`src/design/wav_pkg.sv`:
```
`default_nettype none
package wav_pkg;
  // register indices; byte address is four times the index
  localparam logic [5:0] WAV_IDX_POS_SUSTAIN = 6'h0E;
  localparam logic [5:0] WAV_IDX_NEG_SUSTAIN = 6'h0F;
  localparam logic [5:0] WAV_IDX_BRAKE = 6'h10;
  localparam logic [5:0] WAV_IDX_AV_CONTROL = 6'h11;
  localparam logic [5:0] WAV_IDX_AV_FLOOR = 6'h12;
  localparam logic [5:0] WAV_IDX_AV_FULL_SCALE = 6'h13;
  // reset values
  localparam logic [7:0] WAV_RST_OFFSET = 8'h00;
  localparam logic [3:0] WAV_RST_AV_CONTROL = 4'h5;
  localparam logic [7:0] WAV_RST_AV_FLOOR = 8'h19;
  localparam logic [7:0] WAV_RST_AV_FULL_SCALE = 8'hFF;
  // control field positions
  localparam int WAV_PEAK_LSB = 2;
  localparam int WAV_FILTER_LSB = 0;
  // timing
  localparam int unsigned WAV_CLK_HZ = 20000000;
  localparam int unsigned WAV_PEAK_STEP_MS = 10;
  localparam int unsigned WAV_PEAK_STEP_CYCLES = WAV_PEAK_STEP_MS * (WAV_CLK_HZ / 1000);
  localparam int unsigned WAV_STEP_PERIOD_MS = 5;
  // low-pass corner per code, in hertz
  localparam logic [7:0] WAV_LPF_HZ0 = 8'h64;
  localparam logic [7:0] WAV_LPF_HZ1 = 8'h7D;
  localparam logic [7:0] WAV_LPF_HZ2 = 8'h96;
  localparam logic [7:0] WAV_LPF_HZ3 = 8'hC8;
  // bus answers
  localparam logic [1:0] WAV_RESP_OKAY = 2'h0;
  localparam logic [1:0] WAV_RESP_SLVERR = 2'h2;

  typedef enum logic [2:0] {
    WAV_SEG_NONE,
    WAV_SEG_OVERDRIVE,
    WAV_SEG_POS,
    WAV_SEG_NEG,
    WAV_SEG_BRAKE
  } wav_seg_class_t;

  typedef struct packed {
    logic signed [7:0] amp;
    logic [7:0] steps;
  } wav_seg_t;

  typedef struct packed {
    wav_seg_class_t cls;
    logic [7:0] steps;
    logic signed [15:0] adj_ms;
  } wav_seg_res_t;
endpackage
`default_nettype wire

```
`src/design/wav_offset_cfg.sv`:
```
`timescale 1ns/10ps
`default_nettype none
module wav_offset_cfg
  import wav_pkg::*;
#(
  parameter int unsigned PEAK_STEP_CYCLES = WAV_PEAK_STEP_CYCLES,
  parameter int unsigned STEP_PERIOD_MS = WAV_STEP_PERIOD_MS
)(
  input wire logic sys_clk,
  input wire logic rst_n,
  input wire logic [7:0] s_axi_awaddr,
  input wire logic s_axi_awvalid,
  output logic s_axi_awready,
  input wire logic [31:0] s_axi_wdata,
  input wire logic [3:0] s_axi_wstrb,
  input wire logic s_axi_wvalid,
  output logic s_axi_wready,
  output logic [1:0] s_axi_bresp,
  output logic s_axi_bvalid,
  input wire logic s_axi_bready,
  input wire logic [7:0] s_axi_araddr,
  input wire logic s_axi_arvalid,
  output logic s_axi_arready,
  output logic [31:0] s_axi_rdata,
  output logic [1:0] s_axi_rresp,
  output logic s_axi_rvalid,
  input wire logic s_axi_rready,
  input wire logic seg_in_valid,
  input wire wav_seg_t seg_in,
  input wire logic signed [7:0] wave_max_amp,
  input wire logic signed [7:0] wave_min_amp,
  input wire logic closed_loop,
  output logic seg_out_valid,
  output wav_seg_res_t seg_out,
  input wire logic av_sample_valid,
  input wire logic [7:0] av_sample,
  output logic [7:0] av_level,
  output logic av_peak_valid,
  output logic [7:0] av_peak,
  output logic [7:0] av_lowpass_hz
);

  ////////////////////////////////////////////////////////////////////////////
  // helpers

  // word hit for a mapped register
  function automatic logic reg_hit(logic [7:0] a);
    logic [5:0] i;
    i = a[7:2];
    return (a[1:0] == 2'h0) && (i >= WAV_IDX_POS_SUSTAIN) && (i <= WAV_IDX_AV_FULL_SCALE);
  endfunction

  // step count plus signed offset, held within 0..255
  function automatic logic [7:0] sat_add(logic [7:0] s, logic [7:0] o);
    logic signed [9:0] t;
    t = $signed({2'b00, s}) + $signed({{2{o[7]}}, o});
    if (t < 0) return 8'h00;
    if (t > 10'sd255) return 8'hFF;
    return t[7:0];
  endfunction

  // offset in milliseconds
  function automatic logic signed [15:0] to_ms(logic [7:0] o);
    return $signed({{8{o[7]}}, o}) * $signed(16'(STEP_PERIOD_MS));
  endfunction

  ////////////////////////////////////////////////////////////////////////////
  // register bus

  logic [7:0] pos_reg, pos_next, neg_reg, neg_next, brk_reg, brk_next;
  logic [3:0] ctrl_reg, ctrl_next;
  logic [7:0] floor_reg, floor_next, full_reg, full_next;
  logic aw_got_reg, aw_got_next, w_got_reg, w_got_next;
  logic [7:0] awaddr_reg, awaddr_next;
  logic [7:0] wdata_reg, wdata_next;
  logic wstrb_reg, wstrb_next;
  logic bvalid_reg, bvalid_next, rvalid_reg, rvalid_next;
  logic [1:0] bresp_reg, bresp_next, rresp_reg, rresp_next;
  logic [7:0] rdata_reg, rdata_next;
  logic aw_take, w_take, do_wr;
  logic [7:0] wa;

  assign s_axi_awready = !aw_got_reg && !bvalid_reg;
  assign s_axi_wready = !w_got_reg && !bvalid_reg;
  assign s_axi_arready = !rvalid_reg;
  assign s_axi_bvalid = bvalid_reg;
  assign s_axi_bresp = bresp_reg;
  assign s_axi_rvalid = rvalid_reg;
  assign s_axi_rresp = rresp_reg;
  assign s_axi_rdata = {24'h000000, rdata_reg};

  // address and data taken in either order, answered once both are in
  always_comb
  begin
    aw_take = s_axi_awvalid && s_axi_awready;
    w_take = s_axi_wvalid && s_axi_wready;
    aw_got_next = aw_got_reg || aw_take;
    w_got_next = w_got_reg || w_take;
    awaddr_next = aw_take ? s_axi_awaddr : awaddr_reg;
    wdata_next = w_take ? s_axi_wdata[7:0] : wdata_reg;
    wstrb_next = w_take ? s_axi_wstrb[0] : wstrb_reg;
    do_wr = aw_got_next && w_got_next;
    wa = awaddr_next;
    pos_next = pos_reg;
    neg_next = neg_reg;
    brk_next = brk_reg;
    ctrl_next = ctrl_reg;
    floor_next = floor_reg;
    full_next = full_reg;
    bvalid_next = bvalid_reg && !s_axi_bready;
    bresp_next = bresp_reg;
    if (do_wr)
    begin
      aw_got_next = 1'b0;
      w_got_next = 1'b0;
      bvalid_next = 1'b1;
      bresp_next = reg_hit(wa) ? WAV_RESP_OKAY : WAV_RESP_SLVERR;
      if (reg_hit(wa) && wstrb_next)
      begin
        unique case (wa[7:2])
          WAV_IDX_POS_SUSTAIN: pos_next = wdata_next;
          WAV_IDX_NEG_SUSTAIN: neg_next = wdata_next;
          WAV_IDX_BRAKE: brk_next = wdata_next;
          WAV_IDX_AV_CONTROL: ctrl_next = wdata_next[3:0];
          WAV_IDX_AV_FLOOR: floor_next = wdata_next;
          default: full_next = wdata_next;
        endcase
      end
    end
    rvalid_next = rvalid_reg && !s_axi_rready;
    rdata_next = rdata_reg;
    rresp_next = rresp_reg;
    if (s_axi_arvalid && s_axi_arready)
    begin
      rvalid_next = 1'b1;
      rresp_next = reg_hit(s_axi_araddr) ? WAV_RESP_OKAY : WAV_RESP_SLVERR;
      rdata_next = 8'h00;
      if (reg_hit(s_axi_araddr))
      begin
        unique case (s_axi_araddr[7:2])
          WAV_IDX_POS_SUSTAIN: rdata_next = pos_reg;
          WAV_IDX_NEG_SUSTAIN: rdata_next = neg_reg;
          WAV_IDX_BRAKE: rdata_next = brk_reg;
          WAV_IDX_AV_CONTROL: rdata_next = {4'h0, ctrl_reg};
          WAV_IDX_AV_FLOOR: rdata_next = floor_reg;
          default: rdata_next = full_reg;
        endcase
      end
    end
  end

  // bus and register state
  always_ff @(posedge sys_clk or negedge rst_n)
  begin
    if (!rst_n)
    begin
      pos_reg <= WAV_RST_OFFSET;
      neg_reg <= WAV_RST_OFFSET;
      brk_reg <= WAV_RST_OFFSET;
      ctrl_reg <= WAV_RST_AV_CONTROL;
      floor_reg <= WAV_RST_AV_FLOOR;
      full_reg <= WAV_RST_AV_FULL_SCALE;
      aw_got_reg <= 1'b0;
      w_got_reg <= 1'b0;
      awaddr_reg <= 8'h00;
      wdata_reg <= 8'h00;
      wstrb_reg <= 1'b0;
      bvalid_reg <= 1'b0;
      bresp_reg <= WAV_RESP_OKAY;
      rvalid_reg <= 1'b0;
      rresp_reg <= WAV_RESP_OKAY;
      rdata_reg <= 8'h00;
    end
    else
    begin
      pos_reg <= pos_next;
      neg_reg <= neg_next;
      brk_reg <= brk_next;
      ctrl_reg <= ctrl_next;
      floor_reg <= floor_next;
      full_reg <= full_next;
      aw_got_reg <= aw_got_next;
      w_got_reg <= w_got_next;
      awaddr_reg <= awaddr_next;
      wdata_reg <= wdata_next;
      wstrb_reg <= wstrb_next;
      bvalid_reg <= bvalid_next;
      bresp_reg <= bresp_next;
      rvalid_reg <= rvalid_next;
      rresp_reg <= rresp_next;
      rdata_reg <= rdata_next;
    end
  end

  ////////////////////////////////////////////////////////////////////////////
  // segment classification and time adjustment

  logic seg_valid_reg, seg_valid_next;
  wav_seg_res_t seg_reg, seg_next;

  assign seg_out_valid = seg_valid_reg;
  assign seg_out = seg_reg;

  // overdrive wins over sustain; brake wins over negative sustain
  always_comb
  begin
    seg_valid_next = seg_in_valid;
    seg_next = seg_reg;
    if (seg_in_valid)
    begin
      seg_next.steps = seg_in.steps;
      seg_next.adj_ms = 16'sh0000;
      if (seg_in.amp > 0 && seg_in.amp == wave_max_amp)
        seg_next.cls = WAV_SEG_OVERDRIVE;
      else if (seg_in.amp > 0)
      begin
        seg_next.cls = WAV_SEG_POS;
        seg_next.steps = sat_add(seg_in.steps, pos_reg);
        seg_next.adj_ms = to_ms(pos_reg);
      end
      else if (seg_in.amp < 0 && seg_in.amp == wave_min_amp)
      begin
        seg_next.cls = WAV_SEG_BRAKE;
        if (!closed_loop)
        begin
          seg_next.steps = sat_add(seg_in.steps, brk_reg);
          seg_next.adj_ms = to_ms(brk_reg);
        end
      end
      else if (seg_in.amp < 0)
      begin
        seg_next.cls = WAV_SEG_NEG;
        seg_next.steps = sat_add(seg_in.steps, neg_reg);
        seg_next.adj_ms = to_ms(neg_reg);
      end
      else
        seg_next.cls = WAV_SEG_NONE;
    end
  end

  // segment result registers
  always_ff @(posedge sys_clk or negedge rst_n)
  begin
    if (!rst_n)
    begin
      seg_valid_reg <= 1'b0;
      seg_reg <= '{cls: WAV_SEG_NONE, steps: 8'h00, adj_ms: 16'sh0000};
    end
    else
    begin
      seg_valid_reg <= seg_valid_next;
      seg_reg <= seg_next;
    end
  end

  ////////////////////////////////////////////////////////////////////////////
  // audio-to-vibration level, peak window, filter corner

  logic [7:0] level_reg, level_next, peak_reg, peak_next, pkmax_reg, pkmax_next;
  logic peak_valid_reg, peak_valid_next;
  logic [23:0] pcnt_reg, pcnt_next, peak_limit;
  logic [1:0] peak_code, filt_code;

  assign peak_code = ctrl_reg[WAV_PEAK_LSB +: 2];
  assign filt_code = ctrl_reg[WAV_FILTER_LSB +: 2];
  assign peak_limit = 24'(({22'h000000, peak_code} + 24'h000001)
    * 24'(PEAK_STEP_CYCLES)) - 24'h000001;
  assign av_level = level_reg;
  assign av_peak = peak_reg;
  assign av_peak_valid = peak_valid_reg;

  // corner frequency per code
  always_comb
  begin
    unique case (filt_code)
      2'h0: av_lowpass_hz = WAV_LPF_HZ0;
      2'h1: av_lowpass_hz = WAV_LPF_HZ1;
      2'h2: av_lowpass_hz = WAV_LPF_HZ2;
      default: av_lowpass_hz = WAV_LPF_HZ3;
    endcase
  end

  // floor gate, full-scale cap, windowed peak hold
  always_comb
  begin
    level_next = level_reg;
    if (av_sample_valid)
    begin
      if (av_sample < floor_reg)
        level_next = 8'h00;
      else if (av_sample > full_reg)
        level_next = full_reg;
      else
        level_next = av_sample;
    end
    pkmax_next = (av_sample_valid && level_next > pkmax_reg) ? level_next : pkmax_reg;
    peak_valid_next = 1'b0;
    peak_next = peak_reg;
    pcnt_next = pcnt_reg + 24'h000001;
    if (pcnt_reg >= peak_limit)
    begin
      pcnt_next = 24'h000000;
      peak_valid_next = 1'b1;
      peak_next = pkmax_next;
      pkmax_next = 8'h00;
    end
  end

  // audio path registers
  always_ff @(posedge sys_clk or negedge rst_n)
  begin
    if (!rst_n)
    begin
      level_reg <= 8'h00;
      peak_reg <= 8'h00;
      pkmax_reg <= 8'h00;
      peak_valid_reg <= 1'b0;
      pcnt_reg <= 24'h000000;
    end
    else
    begin
      level_reg <= level_next;
      peak_reg <= peak_next;
      pkmax_reg <= pkmax_next;
      peak_valid_reg <= peak_valid_next;
      pcnt_reg <= pcnt_next;
    end
  end
endmodule
`default_nettype wire

```
`config.mk`:
```
export PLATFORM = sky130hd
export DESIGN_NAME = wav_offset_cfg
export DESIGN_NICKNAME = d
export VERILOG_FILES = /design/src/design/wav_pkg.sv /design/src/design/wav_offset_cfg.sv
export SDC_FILE = /design/constraint.sdc
export NUM_CORES = 1
export LEC_CHECK = 0
export ABC_CLOCK_PERIOD_IN_PS = 9300
export BUFFER_PORTS_ARGS = -buffer_cell sky130_fd_sc_hd__buf_2
export CORE_ASPECT_RATIO = 1.25
export CORE_MARGIN = 10
export CORE_UTILIZATION = 39
export CTS_BUF_LIST = sky130_fd_sc_hd__clkbuf_16
export DETAILED_ROUTE_END_ITERATION = 7
export PLACE_DENSITY = 0.6
export SKIP_LAST_GASP = 1
export SLEW_MARGIN = 30
export SYNTH_ARGS = -nofsm -noshare
export SYNTH_HDL_FRONTEND = slang
export SYNTH_SLANG_ARGS = --single-unit
```
`constraint.sdc`:
```
create_clock -name sys_clk -period 9.3 [get_ports sys_clk]
set_clock_uncertainty 0.05 [all_clocks]
set_input_delay 1.86 -clock sys_clk [delete_from_list [all_inputs] [get_ports sys_clk]]
set_output_delay 1.86 -clock sys_clk [all_outputs]
set_load 0.02 [all_outputs]
```
==> results list <==
* Die span in x: 167 µm
- Sequential fraction of the synthesis area: 35.4%
* Netlist Area Pre-Place: 0.0105 mm²
- The number of gates resized after CTS was 0.
- Setup violations remaining at the end of the flow were counted as 0.
* Reg2reg end: av_peak[1]$_DFFE_PN0P_
- The startpoint identified for the worst register-to-register timing path is full_reg[1]$_DFFE_PN1P_.
* Final number of hold-violating endpoints: 0
- Final cycle utilization of the critical path: 59.9%
- All-Layer GR Usage: 16.7%
- Reg-to-reg setup timing slack: 4.69 ns
- Reg clk slew, reported paths: 0.06 ns
- The die covers 0.0339 mm².
- The floorplan has 67 rows.
* Unrepaired setup endpoints after global routing: no
- Along the worst path, the maximum fanout reaches 9.
- Across the run, the number of max-cap violations was 0.
- The largest total area in the synthesized netlist belongs to sky130_fd_sc_hd__dfrtp_1.
- Synthesis handed over a netlist of 1151 instances.
* Mean Syn Cell Area: 9.12 µm²
- From bottom edge to top edge, the die measures 203 µm.
- Adding up every negative setup slack in the final design gives 0 ns.
- Number of max-slew violations in the final report: 0
- After floorplanning, the core was sized to cover 0.0267 mm².
* Placed cell areas: 0.0114 mm²
- The register with the most flip-flops in the layout has 24 of them.
- For this run the aggregate overflow at the end of global routing stands at 0.
- Derived from the worst setup path, the maximum achievable clock frequency is 180 MHz.
- The tree built by TritonCTS fans out to 148 sinks.
* Initial Utilization: 39.4%
* Setup Buffers After CTS: 0
- Prevailing post-synth register cell: sky130_fd_sc_hd__dfrtp_1
* N_diodes: 0
- First-pass GRT wire length: 46200 µm
* Arrival time of data at the critical path endpoint: 5.82 ns
- Tightest Hold Check Type: reg -> reg
- Seq cells post-synth: 148
- WP data required: 9.56 ns
- I/O pin count: 196
- Result of the run: finished, final reports clean
- Static power due to leakage: 5.99 nW
- Area share of the leading cell type in the synthesized netlist: 32.2%
- The area growth from synthesis to layout is 14.6%.
- The clock reaches the later pin of the worst-skew pair after 0.42 ns.
- The clock tree synthesis step divided the H-tree into 4 levels.
- At the pin with the least slew margin, the transition time is 0.929 ns.
* Remaining DRCs: 0
* Slowest stage cell on the critical path: sky130_fd_sc_hd__o221ai_1
* Final Routed Wirelength: 28700 µm
- The worst setup path is captured at a register.
- Counting the fill cells in the layout gives 2651.
- Final weighted congestion of routability-driven global placement: 0.900
* Part of the power in combinational logic: 32.8%
- The clock passes through at most 2 buffers.
- Sequential share of power: 37.2%
* Number of synthesized flops with an enable pin: 0
- After detailed routing, the number of vias per cell comes to 5.20.
* Power density of the placed cells: 195 mW/mm²
- HPWL after detailed placement: 22300 µm
- Maximum single-stage delay on the critical path: 0.60 ns
- Root buffer cell: sky130_fd_sc_hd__clkbuf_16
* Net Sw Frac: 36.6%
- Synth cell types: 73
* Number of buffers inserted for hold repair after clock tree synthesis: 0
- Launch point of the critical path: av_sample[1]
* VDD IR-drop max: 126 µV
* Number of input and output port buffers inserted: 142
- Number of vias in the routed layout: 8520
- Clock tree from TritonCTS: built
- Clock Power Share: 30.0%
* Top cells by area in the synthesized netlist: sky130_fd_sc_hd__dfrtp_1 32%, sky130_fd_sc_hd__ha_1 14%, sky130_fd_sc_hd__o21ai_0 4.4%
* Number of buffers created by CTS: 17
- CP Class: in -> reg
- DRT Pass-1 Iters: 5
- The most numerous cell type found on the critical path is sky130_fd_sc_hd__a21o_1.
* Internal power: 0.00149 W
* CP endpoint: av_peak[1]$_DFFE_PN0P_
- Post-layout minimum cycle time: 5.57 ns
- Top-count cell post-synth: sky130_fd_sc_hd__dfrtp_1
- In this run the remaining antenna-violating nets after routing total 0.
* Cell area after layout: 0.0120 mm²
* Max-slew headroom: 37.1%
- Entering global routing, the biggest net connects 102 pins.
- STA classifies the critical path startpoint as a primary input.
- Most common library cells after synthesis: 135 x sky130_fd_sc_hd__dfrtp_1, 115 x sky130_fd_sc_hd__ha_1, 96 x sky130_fd_sc_hd__nor2_1
* Yosys Warn Count: 0
* Vias in the first global route: 8778
- Synth async-reset ratio: 100%
- In this run the power spent charging and discharging nets is 0.000858 W.
- After the last flow step, the layout net total stands at 1503.
* List of cells traversed by the critical path: buf_2 -> ha_1 -> nor2b_1 -> o21a_1 -> o21ai_0 -> a21oi_1 -> o22a_1 -> mux2i_1 -> o2bb2ai_1 -> ha_1 -> a21o_1 -> a21o_1 -> a21o_1 -> o221ai_1 -> a211o_1 -> o21ai_0 -> mux2_2
- The initial antenna violation count came to 1.
- Number of DRC markers after the initial detailed-route iteration: 401
- Share of layout cells above drive strength 1: 17.1%
- Measured in cells, the most critical reg-to-reg path has a length of 17.
* Routed length per instance: 17.5 µm
==> critical path, delay by kind of cell <==
kind	cells	cell delay [ns]
AOI/OAI and AO/OA	11	2.49
buffers and inverters	1	0.12
and+or+nand+nor	1	0.14
muxes	2	0.60
adders and majority gates	2	0.60
==> how the worst min path moves through the flow <==
stage | from | to | slack [ns] | cells past startpoint
6_report | rdata_reg[0]$_DFFE_PN0P_ | rdata_reg[0]$_DFFE_PN0P_ | 0.43 | 2
5_1_grt | rdata_reg[0]$_DFFE_PN0P_ | rdata_reg[0]$_DFFE_PN0P_ | 0.44 | 2
4_1_cts | rdata_reg[0]$_DFFE_PN0P_ | rdata_reg[0]$_DFFE_PN0P_ | 0.43 | 2
3_5_place_dp | rdata_reg[0]$_DFFE_PN0P_ | rdata_reg[0]$_DFFE_PN0P_ | 0.41 | 2
3_3_place_gp | rdata_reg[3]$_DFFE_PN0P_ | rdata_reg[3]$_DFFE_PN0P_ | 0.41 | 2
2_1_floorplan | awaddr_reg[1]$_DFF_PN0_ | awaddr_reg[1]$_DFF_PN0_ | 0.40 | 2
==> cells by family (layout without fill, tap and decap cells) <==
logic type	Yosys count	count (layout)	share of synthesized area (%)
and+or+nand+nor	319	319	14.5
AOI/OAI and AO/OA	292	292	17.6
buffers and inverters	149	263	6.59
DFF	148	148	35.4
adders and majority gates	121	121	14.8
xor gates and xnor gates	69	69	5.83
muxes	52	52	5.19
other	1	29	0.0357
==> metal layers <==
layer  global-route usage [%]  routed length (µm)  vias up  share of wire [%]
li1                         -                   -     4273                  -
met1                     19.9               12300     3987                 43
met2                     29.3               14300      222                 50
met3                     3.93                1530       36                5.3
met4                     4.90                 547        2                1.9
met5                        0                  18        -              0.063
==> per-stage QoR <==
step | hold WS [ns] | utilization (%) | worst slack [ns] | std cells | power [W]
3_5_place_dp | 0.415 | 42.9 | 3.29 | 1606 | 0.00165
4_1_cts | 0.429 | 45.1 | 3.73 | 1638 | 0.00236
2_1_floorplan | 0.397 | - | 3.95 | 1179 | 0.00140
6_report | 0.426 | 45.2 | 3.73 | 1638 | 0.00234
5_1_grt | 0.443 | 45.2 | 3.33 | 1638 | 0.00250
3_3_place_gp | 0.413 | 42.9 | 3.31 | 1606 | 0.00163
==> power groups by stage <==
| stage | Clock (W) | Combinational, W | Sequential, W |
|---|---|---|---|
| after floorplan | 0 | 0.000533 | 0.000869 |
| after global placement | 0 | 0.000754 | 0.000879 |
| after detailed placement | 0 | 0.000769 | 0.000882 |
| after CTS | 0.000718 | 0.000774 | 0.000871 |
| after global routing | 0.000747 | 0.000864 | 0.000887 |
| final | 0.000703 | 0.000767 | 0.000872 |
==> cells in the final DEF, fill, tap and decap left out, drive strengths merged, types with 15 or more instances in the layout <==
| cell type | n |
|---|---|
| a21o | 20 |
| a21oi | 71 |
| buf | 148 |
| clkbuf | 18 |
| conb | 29 |
| dfrtp | 135 |
| ha | 115 |
| inv | 82 |
| mux2 | 20 |
| mux2i | 32 |
| nand2 | 94 |
| nand3 | 20 |
| nor2 | 96 |
| nor2b | 25 |
| o21a | 15 |
| o21ai | 93 |
| xnor2 | 31 |
| xor2 | 38 |
==> layout make-up <==
class | instances | area (µm²) | share of cell area [%]
Multi-Input combinational cell | 882 | 6220 | 51.6
Sequential cell | 148 | 3720 | 30.9
Timing Repair Buffer | 149 | 772 | 6.41
Tap cell | 345 | 432 | 3.59
Clock buffer | 17 | 425 | 3.53
Inverter | 82 | 308 | 2.56
Clock inverter | 15 | 165 | 1.37
Note: power is estimated with default switching activity, not from simulation.
